`config.mk`:
```
export PLATFORM = sky130hd
export DESIGN_NAME = usb_status_gpio_port
export DESIGN_NICKNAME = d
export VERILOG_FILES = /design/src/common/usb_gpio_pkg.sv /design/src/rtl/reset_filter.sv /design/src/rtl/traffic_indicator.sv /design/src/rtl/usb_status_gpio_port.sv
export SDC_FILE = /design/constraint.sdc
export NUM_CORES = 1
export LEC_CHECK = 0
export ABC_AREA = 1
export BUFFER_PORTS_ARGS = -buffer_cell sky130_fd_sc_hd__clkbuf_2
export CAP_MARGIN = 15
export CORE_AREA = 2 2 146 148
export CTS_CLUSTER_DIAMETER = 30
export CTS_CLUSTER_SIZE = 28
export DETAILED_ROUTE_END_ITERATION = 10
export DIE_AREA = 0 0 148 150
export GPL_ROUTABILITY_DRIVEN = 0
export PLACE_DENSITY = 0.61
export SLEW_MARGIN = 20
export SYNTH_ARGS = -nofsm -noshare
export SYNTH_HDL_FRONTEND = slang
export SYNTH_HIERARCHICAL = 1
export SYNTH_SLANG_ARGS = --single-unit
export TNS_END_PERCENT = 20
```
`constraint.sdc`:
```
create_clock -name sys_clk -period 3.2 [get_ports sys_clk]
set_input_delay 0.16 -clock sys_clk [delete_from_list [all_inputs] [get_ports sys_clk]]
set_output_delay 0.16 -clock sys_clk [all_outputs]
set_load 0.01 [all_outputs]
```
`src/common/usb_gpio_pkg.sv`:
```
package usb_gpio_pkg;
   localparam int NPINS = 8;
   localparam int NSTAT = 5;
   // register byte addresses
   localparam logic [7:0] ADR_DIR  = 8'h00;
   localparam logic [7:0] ADR_DFLT = 8'h04;
   localparam logic [7:0] ADR_FUNC = 8'h08;
   localparam logic [7:0] ADR_PINS = 8'h0C;
   localparam logic [7:0] ADR_USB  = 8'h10;
   localparam logic [7:0] ADR_STAT = 8'h14;
   localparam logic [7:0] ADR_MASK = 8'h18;
   // reset values
   localparam logic [7:0] DIR_RST  = 8'h00;
   localparam logic [7:0] DFLT_RST = 8'h00;
   localparam logic [4:0] FUNC_RST = 5'h00;
   localparam logic [4:0] MASK_RST = 5'h00;
   // status bit positions
   localparam int ST_SUSP   = 0;
   localparam int ST_RESUME = 1;
   localparam int ST_CFG    = 2;
   localparam int ST_IN     = 3;
   localparam int ST_OUT    = 4;
   // pins with alternate functions
   localparam int PIN_SUSP = 0;
   localparam int PIN_CFG  = 1;
   localparam int PIN_IN   = 6;
   localparam int PIN_OUT  = 7;
   // timing
   localparam int CLK_HZ         = 25_000_000;
   localparam int IDLE_US        = 3000;
   localparam int PULSE_SHORT_MS = 100;
   localparam int PULSE_LONG_MS  = 200;
   localparam int RST_FILT_NS    = 200;
   localparam int IDLE_CYC        = (CLK_HZ / 1_000_000) * IDLE_US;
   localparam int PULSE_SHORT_CYC = (CLK_HZ / 1000) * PULSE_SHORT_MS;
   localparam int PULSE_LONG_CYC  = (CLK_HZ / 1000) * PULSE_LONG_MS;
   localparam int RST_FILT_CYC    = (RST_FILT_NS * (CLK_HZ / 1_000_000) + 999) / 1000;
   localparam int PULSE_W         = 23;
   // events from the usb device core, same clock, one-cycle pulses
   typedef struct packed {
      logic busActivity;
      logic resume;
      logic busReset;
      logic configured;
      logic inMsg;
      logic outMsg;
   } usb_evt_t;
   // function enable register layout, bit 4 first
   typedef struct packed {
      logic longPulse;
      logic pulseMode;
      logic trafEn;
      logic cfgEn;
      logic suspEn;
   } func_cfg_t;
endpackage

```
`src/rtl/reset_filter.sv`:
```
`timescale 1ns/1ps
// filters the external active-low reset pin into a synchronous device reset
module reset_filter #(
   parameter int FILT = usb_gpio_pkg::RST_FILT_CYC
) (
   input  wire logic sys_clk,
   input  wire logic rst,
   input  wire logic extRstN,
   output logic      devReset
);
   logic       rstMeta;
   logic       rstSync;
   logic [7:0] lowCnt;
   wire        lowLong = (lowCnt >= 8'(FILT - 1));

   // two-stage synchroniser on the pin
   always_ff @(posedge sys_clk or posedge rst) begin
      if (rst) begin
         rstMeta <= 1'b1;
         rstSync <= 1'b1;
      end else begin
         rstMeta <= extRstN;
         rstSync <= rstMeta;
      end
   end

   // a low shorter than FILT cycles never reaches the device
   always_ff @(posedge sys_clk or posedge rst) begin
      if (rst) begin
         lowCnt   <= 8'h00;
         devReset <= 1'b1;
      end else if (rstSync) begin
         lowCnt   <= 8'h00;
         devReset <= 1'b0;                         // RQ13
      end else begin
         lowCnt <= lowLong ? lowCnt : lowCnt + 8'h01;
         if (lowLong)
            devReset <= 1'b1;                      // RQ14
      end
   end
endmodule

```
`src/rtl/traffic_indicator.sv`:
```
`timescale 1ns/1ps
// active-low traffic indicator: timed low pulse or toggle per message
module traffic_indicator #(
   parameter int CW        = usb_gpio_pkg::PULSE_W,
   parameter int SHORT_CYC = usb_gpio_pkg::PULSE_SHORT_CYC,
   parameter int LONG_CYC  = usb_gpio_pkg::PULSE_LONG_CYC
) (
   input  wire logic sys_clk,
   input  wire logic rst,
   input  wire logic clr,
   input  wire logic msg,
   input  wire logic pulseMode,
   input  wire logic longPulse,
   output logic      level
);
   logic [CW-1:0] cnt;
   logic          togLvl;
   wire  [CW-1:0] loadVal = longPulse ? CW'(LONG_CYC) : CW'(SHORT_CYC);

   // a new message restarts the pulse, so bursts hold the pin low
   always_ff @(posedge sys_clk or posedge rst) begin
      if (rst) begin
         cnt    <= '0;
         togLvl <= 1'b1;
      end else if (clr) begin
         cnt    <= '0;
         togLvl <= 1'b1;
      end else if (msg) begin
         cnt    <= loadVal;                         // RQ18
         togLvl <= ~togLvl;
      end else if (cnt != '0) begin
         cnt <= cnt - 1'b1;
      end
   end

   assign level = pulseMode ? (cnt == '0) : togLvl; // RQ9 RQ10
endmodule

```
`src/rtl/usb_status_gpio_port.sv`:
```
// Design decisions made here: the register addresses and register access over Wishbone.
`timescale 1ns/1ps
// Overview of operation
// RQ1: one eight-pin port, pins 0 to 7, handled together.
// RQ2: each pin is an input or output per its direction bit.
// RQ3: an output pin drives its default level until software changes it.
// RQ4: suspend indicator on pin 0 goes low in suspend, high after resume.
// RQ5: pin 0 carries the suspend indicator only when enabled.
// RQ6: configured indicator on pin 1 low after reset, high once configured.
// RQ7: configured indicator low during suspend, high again on resume.
// RQ8: pin 1 carries the configured indicator only when enabled.
// RQ9: each IN message pulses pin 6 low or toggles it, per mode.
// RQ10: each OUT message pulses pin 7 low or toggles it, per mode.
// RQ11: one enable moves pins 6 and 7 to active-low traffic use.
// RQ12: more than 3 ms without traffic to the device means suspend.
// RQ13: the device stays in reset while the reset pin is low.
// RQ14: short glitches on the reset pin are filtered out.
// RQ15: the system supplies the clock at the required accuracy.
// RQ16: suspend ends on resume, bus reset or device reset.
// RQ17: an enabled indicator forces its pin to output, overriding settings.
// RQ18: a message during a pulse restarts the pulse count.
module usb_status_gpio_port #(
   parameter int IDLE_CYCLES = usb_gpio_pkg::IDLE_CYC,
   parameter int SHORT_CYC   = usb_gpio_pkg::PULSE_SHORT_CYC,
   parameter int LONG_CYC    = usb_gpio_pkg::PULSE_LONG_CYC
) (
   input  wire logic                   sys_clk,
   input  wire logic                   rst,
   input  wire logic                   extRstN,
   input  wire usb_gpio_pkg::usb_evt_t usbEvt,
   input  wire logic [7:0]             pinIn,
   input  wire logic                   wb_cyc_i,
   input  wire logic                   wb_stb_i,
   input  wire logic                   wb_we_i,
   input  wire logic [7:0]             wb_adr_i,
   input  wire logic [3:0]             wb_sel_i,
   input  wire logic [31:0]            wb_dat_i,
   output logic [31:0]                 wb_dat_o,
   output logic                        wb_ack_o,
   output logic [7:0]                  pinOut,
   output logic [7:0]                  pinOe_n,
   output logic                        irq
);
   logic                    devReset;
   logic [7:0]              pinMeta;
   logic [7:0]              pinSync;
   logic [7:0]              dirReg;
   logic [7:0]              dfltReg;
   usb_gpio_pkg::func_cfg_t funcReg;
   logic [4:0]              statReg;
   logic [4:0]              maskReg;
   logic [16:0]             idleCnt;
   logic                    suspended;
   logic                    cfgDone;
   logic                    inLvl;
   logic                    outLvl;

   // glitch-filtered device reset from the external pin
   reset_filter u_rst (
      .sys_clk  (sys_clk),
      .rst      (rst),
      .extRstN  (extRstN),
      .devReset (devReset)
   );

   // IN and OUT traffic indicators share mode and pulse length
   traffic_indicator #(.SHORT_CYC(SHORT_CYC), .LONG_CYC(LONG_CYC)) u_in (
      .sys_clk   (sys_clk),
      .rst       (rst),
      .clr       (devReset),
      .msg       (usbEvt.inMsg),
      .pulseMode (funcReg.pulseMode),
      .longPulse (funcReg.longPulse),
      .level     (inLvl)
   );
   traffic_indicator #(.SHORT_CYC(SHORT_CYC), .LONG_CYC(LONG_CYC)) u_out (
      .sys_clk   (sys_clk),
      .rst       (rst),
      .clr       (devReset),
      .msg       (usbEvt.outMsg),
      .pulseMode (funcReg.pulseMode),
      .longPulse (funcReg.longPulse),
      .level     (outLvl)
   );

   // bus decode; ack is registered, so every access takes one wait cycle
   wire access = wb_cyc_i && wb_stb_i && !wb_ack_o;
   wire wrEn   = access && wb_we_i && wb_sel_i[0];
   wire wrDir  = wrEn && (wb_adr_i == usb_gpio_pkg::ADR_DIR);
   wire wrDflt = wrEn && (wb_adr_i == usb_gpio_pkg::ADR_DFLT);
   wire wrFunc = wrEn && (wb_adr_i == usb_gpio_pkg::ADR_FUNC);
   wire wrStat = wrEn && (wb_adr_i == usb_gpio_pkg::ADR_STAT);
   wire wrMask = wrEn && (wb_adr_i == usb_gpio_pkg::ADR_MASK);

   // suspend tracking; wake has priority over a coinciding idle timeout
   wire idleDone  = (idleCnt >= 17'(IDLE_CYCLES - 1));
   wire wake      = usbEvt.resume || usbEvt.busReset;
   wire enterSusp = idleDone && !suspended && !wake && !usbEvt.busActivity;
   wire exitSusp  = suspended && wake;
   wire cfgInd    = cfgDone && !suspended;

   // hardware events that set sticky status bits
   wire [4:0] statSet = {usbEvt.outMsg, usbEvt.inMsg, usbEvt.configured, exitSusp, enterSusp};
   wire [4:0] statClr = wrStat ? wb_dat_i[4:0] : 5'h00;
   wire [4:0] next_stat = (statReg & ~statClr) | statSet;

   // per-pin function select: indicator pins override direction and default
   wire [7:0] fnOn = {funcReg.trafEn, funcReg.trafEn, 4'h0, funcReg.cfgEn, funcReg.suspEn}; // RQ11 RQ5 RQ8
   wire [7:0] fnLvl = {outLvl, inLvl, 4'h0, cfgInd, !suspended};     // RQ4 RQ7
   wire [7:0] next_pinOut = (fnOn & fnLvl) | (~fnOn & dfltReg);        // RQ3 RQ17
   wire [7:0] next_pinOe_n = devReset ? 8'hFF : ~(fnOn | dirReg);      // RQ1 RQ2 RQ17

   // read mux; unmapped addresses read as zero
   wire [7:0] rdByte =
      (wb_adr_i == usb_gpio_pkg::ADR_DIR)  ? dirReg :
      (wb_adr_i == usb_gpio_pkg::ADR_DFLT) ? dfltReg :
      (wb_adr_i == usb_gpio_pkg::ADR_FUNC) ? {3'h0, funcReg} :
      (wb_adr_i == usb_gpio_pkg::ADR_PINS) ? pinSync :
      (wb_adr_i == usb_gpio_pkg::ADR_USB)  ? {6'h00, cfgDone, suspended} :
      (wb_adr_i == usb_gpio_pkg::ADR_STAT) ? {3'h0, statReg} :
      (wb_adr_i == usb_gpio_pkg::ADR_MASK) ? {3'h0, maskReg} : 8'h00;

   // pin inputs come from outside the clock domain
   always_ff @(posedge sys_clk or posedge rst) begin
      if (rst) begin
         pinMeta <= 8'h00;
         pinSync <= 8'h00;
      end else begin
         pinMeta <= pinIn;
         pinSync <= pinMeta;
      end
   end

   // wishbone answer
   always_ff @(posedge sys_clk or posedge rst) begin
      if (rst) begin
         wb_ack_o <= 1'b0;
         wb_dat_o <= 32'h0000_0000;
      end else begin
         wb_ack_o <= access;
         wb_dat_o <= access ? {24'h00_0000, rdByte} : 32'h0000_0000;
      end
   end

   // software registers survive a device reset so the port comes back as set
   always_ff @(posedge sys_clk or posedge rst) begin
      if (rst) begin
         dirReg  <= usb_gpio_pkg::DIR_RST;
         dfltReg <= usb_gpio_pkg::DFLT_RST;
         funcReg <= usb_gpio_pkg::FUNC_RST;
         maskReg <= usb_gpio_pkg::MASK_RST;
      end else begin
         if (wrDir)
            dirReg <= wb_dat_i[7:0];
         if (wrDflt)
            dfltReg <= wb_dat_i[7:0];
         if (wrFunc)
            funcReg <= wb_dat_i[4:0];
         if (wrMask)
            maskReg <= wb_dat_i[4:0];
      end
   end

   // status and interrupt; a set in the clearing cycle wins
   always_ff @(posedge sys_clk or posedge rst) begin
      if (rst) begin
         statReg <= 5'h00;
         irq     <= 1'b0;
      end else begin
         statReg <= next_stat;
         irq     <= |(next_stat & maskReg);
      end
   end

   // idle timer, suspend and configured state
   always_ff @(posedge sys_clk or posedge rst) begin
      if (rst) begin
         idleCnt   <= 17'h0_0000;
         suspended <= 1'b0;
         cfgDone   <= 1'b0;
      end else if (devReset) begin
         idleCnt   <= 17'h0_0000;
         suspended <= 1'b0;                        // RQ16
         cfgDone   <= 1'b0;                        // RQ6
      end else begin
         if (usbEvt.busActivity || suspended || wake)
            idleCnt <= 17'h0_0000;
         else if (!idleDone)
            idleCnt <= idleCnt + 17'h0_0001;
         if (exitSusp)
            suspended <= 1'b0;                     // RQ16
         else if (enterSusp)
            suspended <= 1'b1;                     // RQ12
         if (usbEvt.busReset)
            cfgDone <= 1'b0;
         else if (usbEvt.configured)
            cfgDone <= 1'b1;                       // RQ6
      end
   end

   // pins come straight from flip-flops
   always_ff @(posedge sys_clk or posedge rst) begin
      if (rst) begin
         pinOut  <= 8'h00;
         pinOe_n <= 8'hFF;
      end else begin
         pinOut  <= next_pinOut;
         pinOe_n <= next_pinOe_n;
      end
   end
endmodule

```
After elaboration in Yosys (flattened, before gate mapping)
Cells that the tools add are included.
W data, S select, Z words.

cells by class
  equality and inequality tests = 8
  bitwise gates (word level) = 12
  shift operators = 0
  multipliers = 0
  div/mod/pow operators = 0
  add/subtract/negate cells = 4
  magnitude comparators = 2
  muxes and demuxes = 36
  reductions and logical operators = 34

operator list
  cell                     number
  $mux W23                 7
  $mux W8                  8
  $mux W17                 3
  $logic_not A23 Y1        2
  $reduce_bool A23 Y1      2
  $sub A23 B1 Y23 const B  2
  $eq A8 B5 Y1 const B     3
  $mux W5                  4
  $add A17 B1 Y17 const B  1
  $ge A17 B17 Y1 const B   1
  $and A8 B8 Y8            2
  $eq A8 B4 Y1 const B     2
  $not A8 Y8               2
  $or A8 B8 Y8             2
  $logic_and A1 B1 Y1      14
  $mux W1                  14
  $reduce_bool A3 Y1       4
  $and A5 B5 Y5            2
  $add A8 B1 Y8 const B    1
  $eq A8 B3 Y1 const B     1
  $ge A8 B3 Y1 const B     1
  $logic_not A8 Y1         1
  $reduce_bool A2 Y1       3
  $not A5 Y5               1
  7 further kinds          13

storage, ports and cells
  RAM bits = 0
  memories = 0
  input port bits = 64
  ROM bits = 0
  bits in latches = 0
  word-level logic and storage cells = 123
  register bits = 151
  output and inout bits = 50

Longest topological paths before layout
Gate-level depths: netlist of the first run.

  depth in word-level cells = 11
  mapped depth = 12
  depth with buffers taken out = 12

By module
Netlist of the first run, hierarchy kept.

modules (own cells, without submodules)
  module                area each (um^2)  times used  cells each
  usb_status_gpio_port  4195.3            1           497
  traffic_indicator     1522.7            2           225
  reset_filter          506.7             1           53

Worst setup path before layout of the first run
Ideal clock, no wire load.

  kind = register -> register
  from = reg idleCnt[0]
  to = reg idleCnt[11]
  path slack = 1.653 ns
  data arrival time = 1.420 ns
  period minus slack after synthesis = 1.547 ns
  buffers on the path = 1
  stages on the path, launching flop included = 10
  cell sequence = dfrtp_1 > ha_1 > nand4_1 > nor2_1 > nand2_1 > nand2_1 > nand2_1 > a21oi_4 > buf_6 > o21ai_0

between the ends
  word-level cells in the longest chain between the ends = 4
  elaborated cells on any way between the ends = 6
  those cells by class = add/sub: 1; order compare: 1; eq/ne: 1; mux: 3

ends and longest elaborated chain
  element                 line                         source
  start, declared         usb_status_gpio_port.sv:52   logic [16:0] idleCnt;
  start signal, assigned  usb_status_gpio_port.sv:189  idleCnt <= idleCnt + 17'h0_0001;
  $add A17 B1 Y17         usb_status_gpio_port.sv:189
  $mux W17                usb_status_gpio_port.sv:188  else if (!idleDone)
  $mux W17                usb_status_gpio_port.sv:186  if (usbEvt.busActivity || suspended || wake)
  $mux W17                usb_status_gpio_port.sv:181  end else if (devReset) begin

Parallel ways exist; a longest one is shown, timed or not. The select of a mux whose other input is x is not followed.
A chain may end at the register's enable or synchronous reset.

Worst setup path in the final report of the first run
  from = reg suspended
  to = reg idleCnt[9]

between the ends
  word-level cells in the longest chain between the ends = 4
  elaborated cells on any way between the ends = 5
  those cells by class = eq/ne: 1; mux: 2; reduce/logical: 2

ends and longest elaborated chain
  element                              line                         source
  start, declared                      usb_status_gpio_port.sv:53   logic suspended;
  start signal, assigned               usb_status_gpio_port.sv:179  suspended <= 1'b0;
  start signal, assigned               usb_status_gpio_port.sv:183  suspended <= 1'b0;
  start signal, assigned               usb_status_gpio_port.sv:191  suspended <= 1'b0;
  $logic_or A1 B1 Y1 (*) (2 in a row)  usb_status_gpio_port.sv:186
  $mux W17                             usb_status_gpio_port.sv:186
  $mux W17                             usb_status_gpio_port.sv:181

Every way passes the cells marked *; elsewhere a longest branch is shown, timed or not.

==> results of run 1 <==
## metal layers
metal	routed length, um	up-vias	track usage
met5	0	-	0
met4	112	0	0.03905
met3	724	8	0.03537
met2	8016	140	0.2657
met1	8637	2907	0.2321
li1	-	3308	-
## worst paths after layout
| check | start | end | slack [ns] |
|---|---|---|---|
| worst max-delay path | suspended | idleCnt[9] | 1.29 |
| worst min-delay path | wb_dat_i[7] | dfltReg[7] | 0.03 |
| worst max register to register | suspended | idleCnt[9] | 1.29 |
| worst min register to register | pinMeta[0] | pinSync[0] | 0.33 |
| max in group asynchronous | rst | u_in/cnt[20] | 2.02 |
| min in group asynchronous | rst | u_rst/lowCnt[7] | 0.37 |
## timing repair
| item | 4_1_cts | 5_1_grt |
|---|---|---|
| setup buffers | 0 | 0 |
| hold endpoints to repair | 54 | 0 |
| hold buffers | 13 | 0 |
## Yosys cell counts
| cell | instances |
|---|---|
| or2_2 | 2 |
| and3_1 | 1 |
| inv_8 | 1 |
| buf_4 | 24 |
| clkinv_1 | 1 |
| nor3_1 | 12 |
| nor2_4 | 11 |
| a211oi_1 | 1 |
| dfstp_2 | 13 |
| a21boi_0 | 5 |
| a21oi_1 | 36 |
| ha_1 | 5 |
| and2_1 | 2 |
| dfrtp_1 | 138 |
| nor3b_1 | 1 |
| xor2_1 | 3 |
| a21oi_4 | 1 |
| buf_6 | 3 |
| nand2_1 | 256 |
| nand4_1 | 24 |
| conb_1 | 1 |
| buf_12 | 1 |
| a21oi_2 | 2 |
| nand3b_1 | 1 |
| nand3_2 | 8 |
| clkbuf_1 | 4 |
| buf_2 | 2 |
| o21ai_0 | 66 |
| nor4_1 | 3 |
| nand2_2 | 9 |
| inv_1 | 119 |
| a31oi_1 | 1 |
| o211ai_1 | 3 |
| nor2_2 | 21 |
| nand3_1 | 55 |
| o21ai_1 | 2 |
| nor2_1 | 162 |
## cells by family after synthesis
family,count (synthesis),synth area share
AO/OA/AOI/OAI,117,0.08107
XOR/XNOR,3,0.003392
adder cells (fa/ha/maj),5,0.008075
buffers and inverters,155,0.09302
flip-flops,151,0.4898
other,1,0.0004840
AND/OR/NAND/NOR,568,0.3241
## layout make-up
class,instances,area (um^2),area share
Clock buffer,17,425.4,0.04729
Clock inverter,15,177.7,0.01975
Multi-Input combinational cell,717,3318,0.3689
Timing Repair Buffer,79,470.5,0.05230
Inverter,121,464.2,0.05161
Sequential cell,151,3795,0.4219
Tap cell,275,344.1,0.03825
## registers in the layout, summed over array words and instances (netlist names), 2 cells and up
name,flops
u_in/cnt,23
u_out/cnt,23
idleCnt,17
dfltReg,8
dirReg,8
pinMeta,8
pinOe_n,8
pinOut,8
pinSync,8
u_rst/lowCnt,8
wb_dat_o,8
maskReg,5
statReg,5
fnOn,3
funcReg,2
## where the power goes
part	internal, W	leakage (nW)	switching, W
Combinational	0.000410	2.13	0.000822
Clock	0.00106	0.286	0.000940
Sequential	0.00216	1.93	0.000232
Total	0.00363	4.35	0.00199
## worst max-delay path, cell delays in order, from the launching register on
cell,delay [ns]
dfrtp_1,0.42
nor2_1,0.10
nand2_1,0.26
nor2_1,0.30
inv_1,0.14
a21oi_4,0.39
o21ai_0,0.14
## per-stage QoR
stage	cell area (um^2)	std cells	setup slack [ns]
after floorplan	7834	1023	0.6613
after global placement	8262	1330	1.385
after detailed placement	8262	1330	1.347
after CTS	8995	1375	1.312
after global routing	8995	1375	1.111
final	8995	1375	1.293
==> metrics.txt, run 1 <==
count of unresolved DRC violations after routing 0; Final Routed Wirelength 17490 um; GRT Util Overall 0.1662; logic depth of the worst register-to-register path 6; fraction of synthesized cell area taken by the top area cell type 0.4457; instance count along the most critical hold path 3; Area contributors post-synth dfrtp_1 45%, nand2_1 12%, nor2_1 7.8%, inv_1 5.8%, dfstp_2 4.4%; clock latency on the worst-skew pair 0.43 ns; first-pass GRT wire length 29730 um; Vert. Die Dim 150 um; final core utilization 0.4347; largest net degree at the start of global routing 38; peak clock frequency supported by timing 524.4 MHz; remaining antenna violation count after routing 0; diodes inserted 0; post-cts resize count 0; final HPWL from detailed placement approximately 12000 um; final critical path time including I/O delays and setup 1.907 ns; total negative setup slack 0 ns; number of distinct library cell variants in the gate-level netlist after synthesis 37; Power Dens Cells 625.0 mW/mm^2; placeable core region a little over 0.02 mm^2; WS Path Type flip-flop to flip-flop; Die X-Extent 148 um; number of levels the H-tree was split into 4; number of warnings reported in the yosys synthesis log 6; final number of hold-violating endpoints 0; average footprint of a synthesized cell slightly below 8 um^2; number of global-route vias before repair 6088; WP data required 3.48 ns; maximum clock skew at final layout 0.01548 ns; setup repair after global routing missed its margin no; final setup violation count 0; Root Buffer Master clkbuf_16; highest ir drop seen on vdd ~380 uV; clock buffer depth 2; min-delay worst type input port to flip-flop; post-synthesis cell count 1000; synthesized area 0.007747 mm^2; antenna violations before repair 0; Final Net Count about 1200; grt ovf 0; Clock Sink Count about 150; leading cell type in the layout, fill and taps excluded nand2_1; WP data arrival 2.19 ns; leakage power about 4.3 nW; area added between synthesis and finish 16.10%; leading cell types in the layout, fill and taps excluded 256 x nand2_1, 162 x nor2_1, 138 x dfrtp_1; Worst-path clk slew approximately 0.080 ns; CTS tree yes; wire per inst 12.72 um; nature of the critical path endpoint flip-flop; Num CTS Buffers 17; outcome complete, no violations; I/O pin total 114; Die Outline Area 0.02220 mm^2; register area share after synthesis 0.4898; post-synthesis register bit count 151; initial standard-cell utilization of the core 0.3745; per-cell via count in the routed design 4.628; period utilization 0.5959; Critical Path Fanout Max 18; Initial DRT Pass Iterations 5; startpoint kind of the worst setup timing path flip-flop; overall via count from detail_route about 6400; share of cells above drive strength 1 0.1518; slew of the pin with the lowest slew margin roughly 0.94 ns; post-synth top area cell dfrtp_1; floorplan row count 53; Port Buffer Count 62; worst hold slack 0.02609 ns; Detailed Route Iter0 Violations 536; max-cap violations 0; max-slew violations 0; Final Total Pwr 0.005622 W; Relative slew margins 0.3709; number of inserted filler cells in the final layout 2085
No activity file was read; power rests on OpenSTA's default activity.
==> inputs of run 2 (changes only) <==
PLACE_DENSITY = 0.64   (was 0.61)
clock period = 1.6 ns   (was 3.2 ns; I/O delays follow)
==> metrics.txt, run 2 (same netlist as run 1, synthesis figures left out) <==
largest net degree at the start of global routing 41 (+7.9%); worst setup margin -0.003650 ns (-1.297 ns); cell type of the slowest stage on the worst timing path dfrtp_1; Power Dens Cells 1202 mW/mm^2 (+92%); floorplan row count 53 (unchanged); WP data required 1.90 ns (-1.58 ns); wire per inst 12.69 um (-0.26%); registers with the most flip-flops u_in/cnt (23), u_out/cnt (23), idleCnt (17); Final Net Count 1227 (+6.1%); CTS tree yes; peak clock frequency supported by timing 623.6 MHz (+19%); max-slew violations 0 (unchanged); Non-Filler Cell Area, Final 0.009784 mm^2 (+8.8%); Clock Sink Count 151 (unchanged); final HPWL from detailed placement 13140 um (+5.1%); violated checks hold timing, setup timing; Initial DRT Pass Iterations 5 (unchanged); share of cells above drive strength 1 0.2222 (+0.07040); Final Total Pwr 0.01176 W (+110%); worst slack at placement -0.05027 ns (-1.397 ns); first-pass GRT wire length 30130 um (+1.3%); leading cell types in the layout, fill and taps excluded 246 x nand2_1, 147 x nor2_1, 138 x dfrtp_1; I/O pin total 114 (unchanged); count of unresolved DRC violations after routing 0 (unchanged); antenna violations before repair 1 (+1); grt ovf 0 (unchanged); clock buffer depth 2 (unchanged); startpoint kind of the worst setup timing path flip-flop; final critical path time including I/O delays and setup 1.604 ns (-0.3033 ns); Critical Path Fanout Max 5 (-13); max-cap violations 0 (unchanged); leading cell type in the layout, fill and taps excluded nand2_1; Slowest Stage Delay on Critical Path 0.40 ns (-0.02 ns); final setup violation count 1 (+1); period utilization 1.002 (+0.4064); Worst-path clk slew 0.07 ns (about the same); area of placed instances 0.008746 mm^2 (+5.9%); Port Buffer Count 62 (unchanged); placeable core region 0.02069 mm^2 (unchanged); maximum clock skew at final layout 0.01080 ns (-0.004683 ns); cell chain of the critical path buf_4 -> nand3_1 -> nand2_1 -> nand3_1 -> nand2_2 -> nand3_4 -> a21oi_4 -> buf_4 -> o21ai_0; overall via count from detail_route 6703 (+5.3%); per-cell via count in the routed design 4.636 (+0.17%); initial standard-cell utilization of the core 0.3745 (unchanged); remaining antenna violation count after routing 0 (unchanged); Final Routed Wirelength 18350 um (+4.9%); Detailed Route Iter0 Violations 446 (-17%); setup repair after global routing missed its margin yes; area added between synthesis and finish 26.29%; WP data arrival 1.91 ns (-0.28 ns); clock latency on the worst-skew pair 0.43 ns (about the same); final number of hold-violating endpoints 1 (+1); Num CTS Buffers 17 (unchanged); Die X-Extent 148 um (unchanged); leakage power 4.744 nW (+9.1%); nature of the critical path endpoint flip-flop; min-delay worst type input port to flip-flop; number of levels the H-tree was split into 4 (unchanged); highest ir drop seen on vdd 618.6 uV (+64%); GRT Util Overall 0.1684 (+0.002179); outcome finished with violations; Vert. Die Dim 150 um (unchanged); worst hold slack -0.003877 ns (-0.02997 ns); number of global-route vias before repair 6189 (+1.7%); Root Buffer Master clkbuf_16; Die Outline Area 0.02220 mm^2 (unchanged); WS Path Type flip-flop to flip-flop
## run 2: what timing repair did
action | 4_1_cts | 5_1_grt
setup endpoints to repair | 14 | 65
pin swaps | 0 | 7
gates resized for setup | 6 | 52
endpoints found under the hold margin | 92 | 0
setup buffers | 0 | 2
gates cloned | 0 | 1
hold buffers | 20 | 0
## run 2: final timing paths
kind | start | endpoint | slack, ns | depth (start not counted)
max | idleCnt[0] | idleCnt[11] | -0.004 | 9
min | usbEvt[0] | statReg[4] | -0.004 | 3
max reg2reg | idleCnt[0] | idleCnt[11] | -0.004 | 9
min reg2reg | pinMeta[2] | pinSync[2] | 0.35 | 0
max in group asynchronous | rst | pinOe_n[7] | 0.72 | 4
min in group asynchronous | rst | u_rst/lowCnt[6] | 0.29 | 3
## run 2: final cells by class
type | instances | area, um^2
Fill cell | 2001 | 10910
Sequential cell | 151 | 3795
Multi-Input combinational cell | 717 | 3530
Timing Repair Buffer | 150 | 1061
Inverter | 121 | 465.4
Clock buffer | 18 | 439.2
Tap cell | 275 | 344.1
Clock inverter | 13 | 147.6
Antenna cell | 1 | 2.502
## run 2: per-stage QoR
stage | hold slack, ns | cells | utilization | setup TNS [ns]
after global routing | 0.05345 | 1445 | 0.4728 | -1.489
after floorplan | -0.06971 | 1023 | - | 0
after global placement | 0.1780 | 1391 | 0.4227 | -0.03486
after CTS | 0.007972 | 1442 | 0.4616 | -0.02128
final | -0.003877 | 1446 | 0.4729 | -0.003650
after detailed placement | 0.1730 | 1391 | 0.4227 | -0.1995
## run 2: routing by layer
metal | wire length [um] | GRT usage
met2 | 8435 | 0.2653
met3 | 568 | 0.02957
met5 | 0 | 0
met4 | 201 | 0.04667
met1 | 9141 | 0.2396
## run 2: critical path: cells and delay by family, from the launching register on
| kind | cells | cell delay (ns) |
|---|---|---|
| AOI/OAI and AO/OA | 2 | 0.28 |
| buffers and inverters | 2 | 0.31 |
| DFF | 1 | 0.40 |
| and+or+nand+nor | 5 | 0.47 |
## run 2: power by group
| group | switching (W) | leakage, nW | internal [W] |
|---|---|---|---|
| sequential | 0.000483 | 1.93 | 0.00432 |
| clock | 0.00165 | 0.286 | 0.00235 |
| combinational | 0.00184 | 2.53 | 0.00111 |
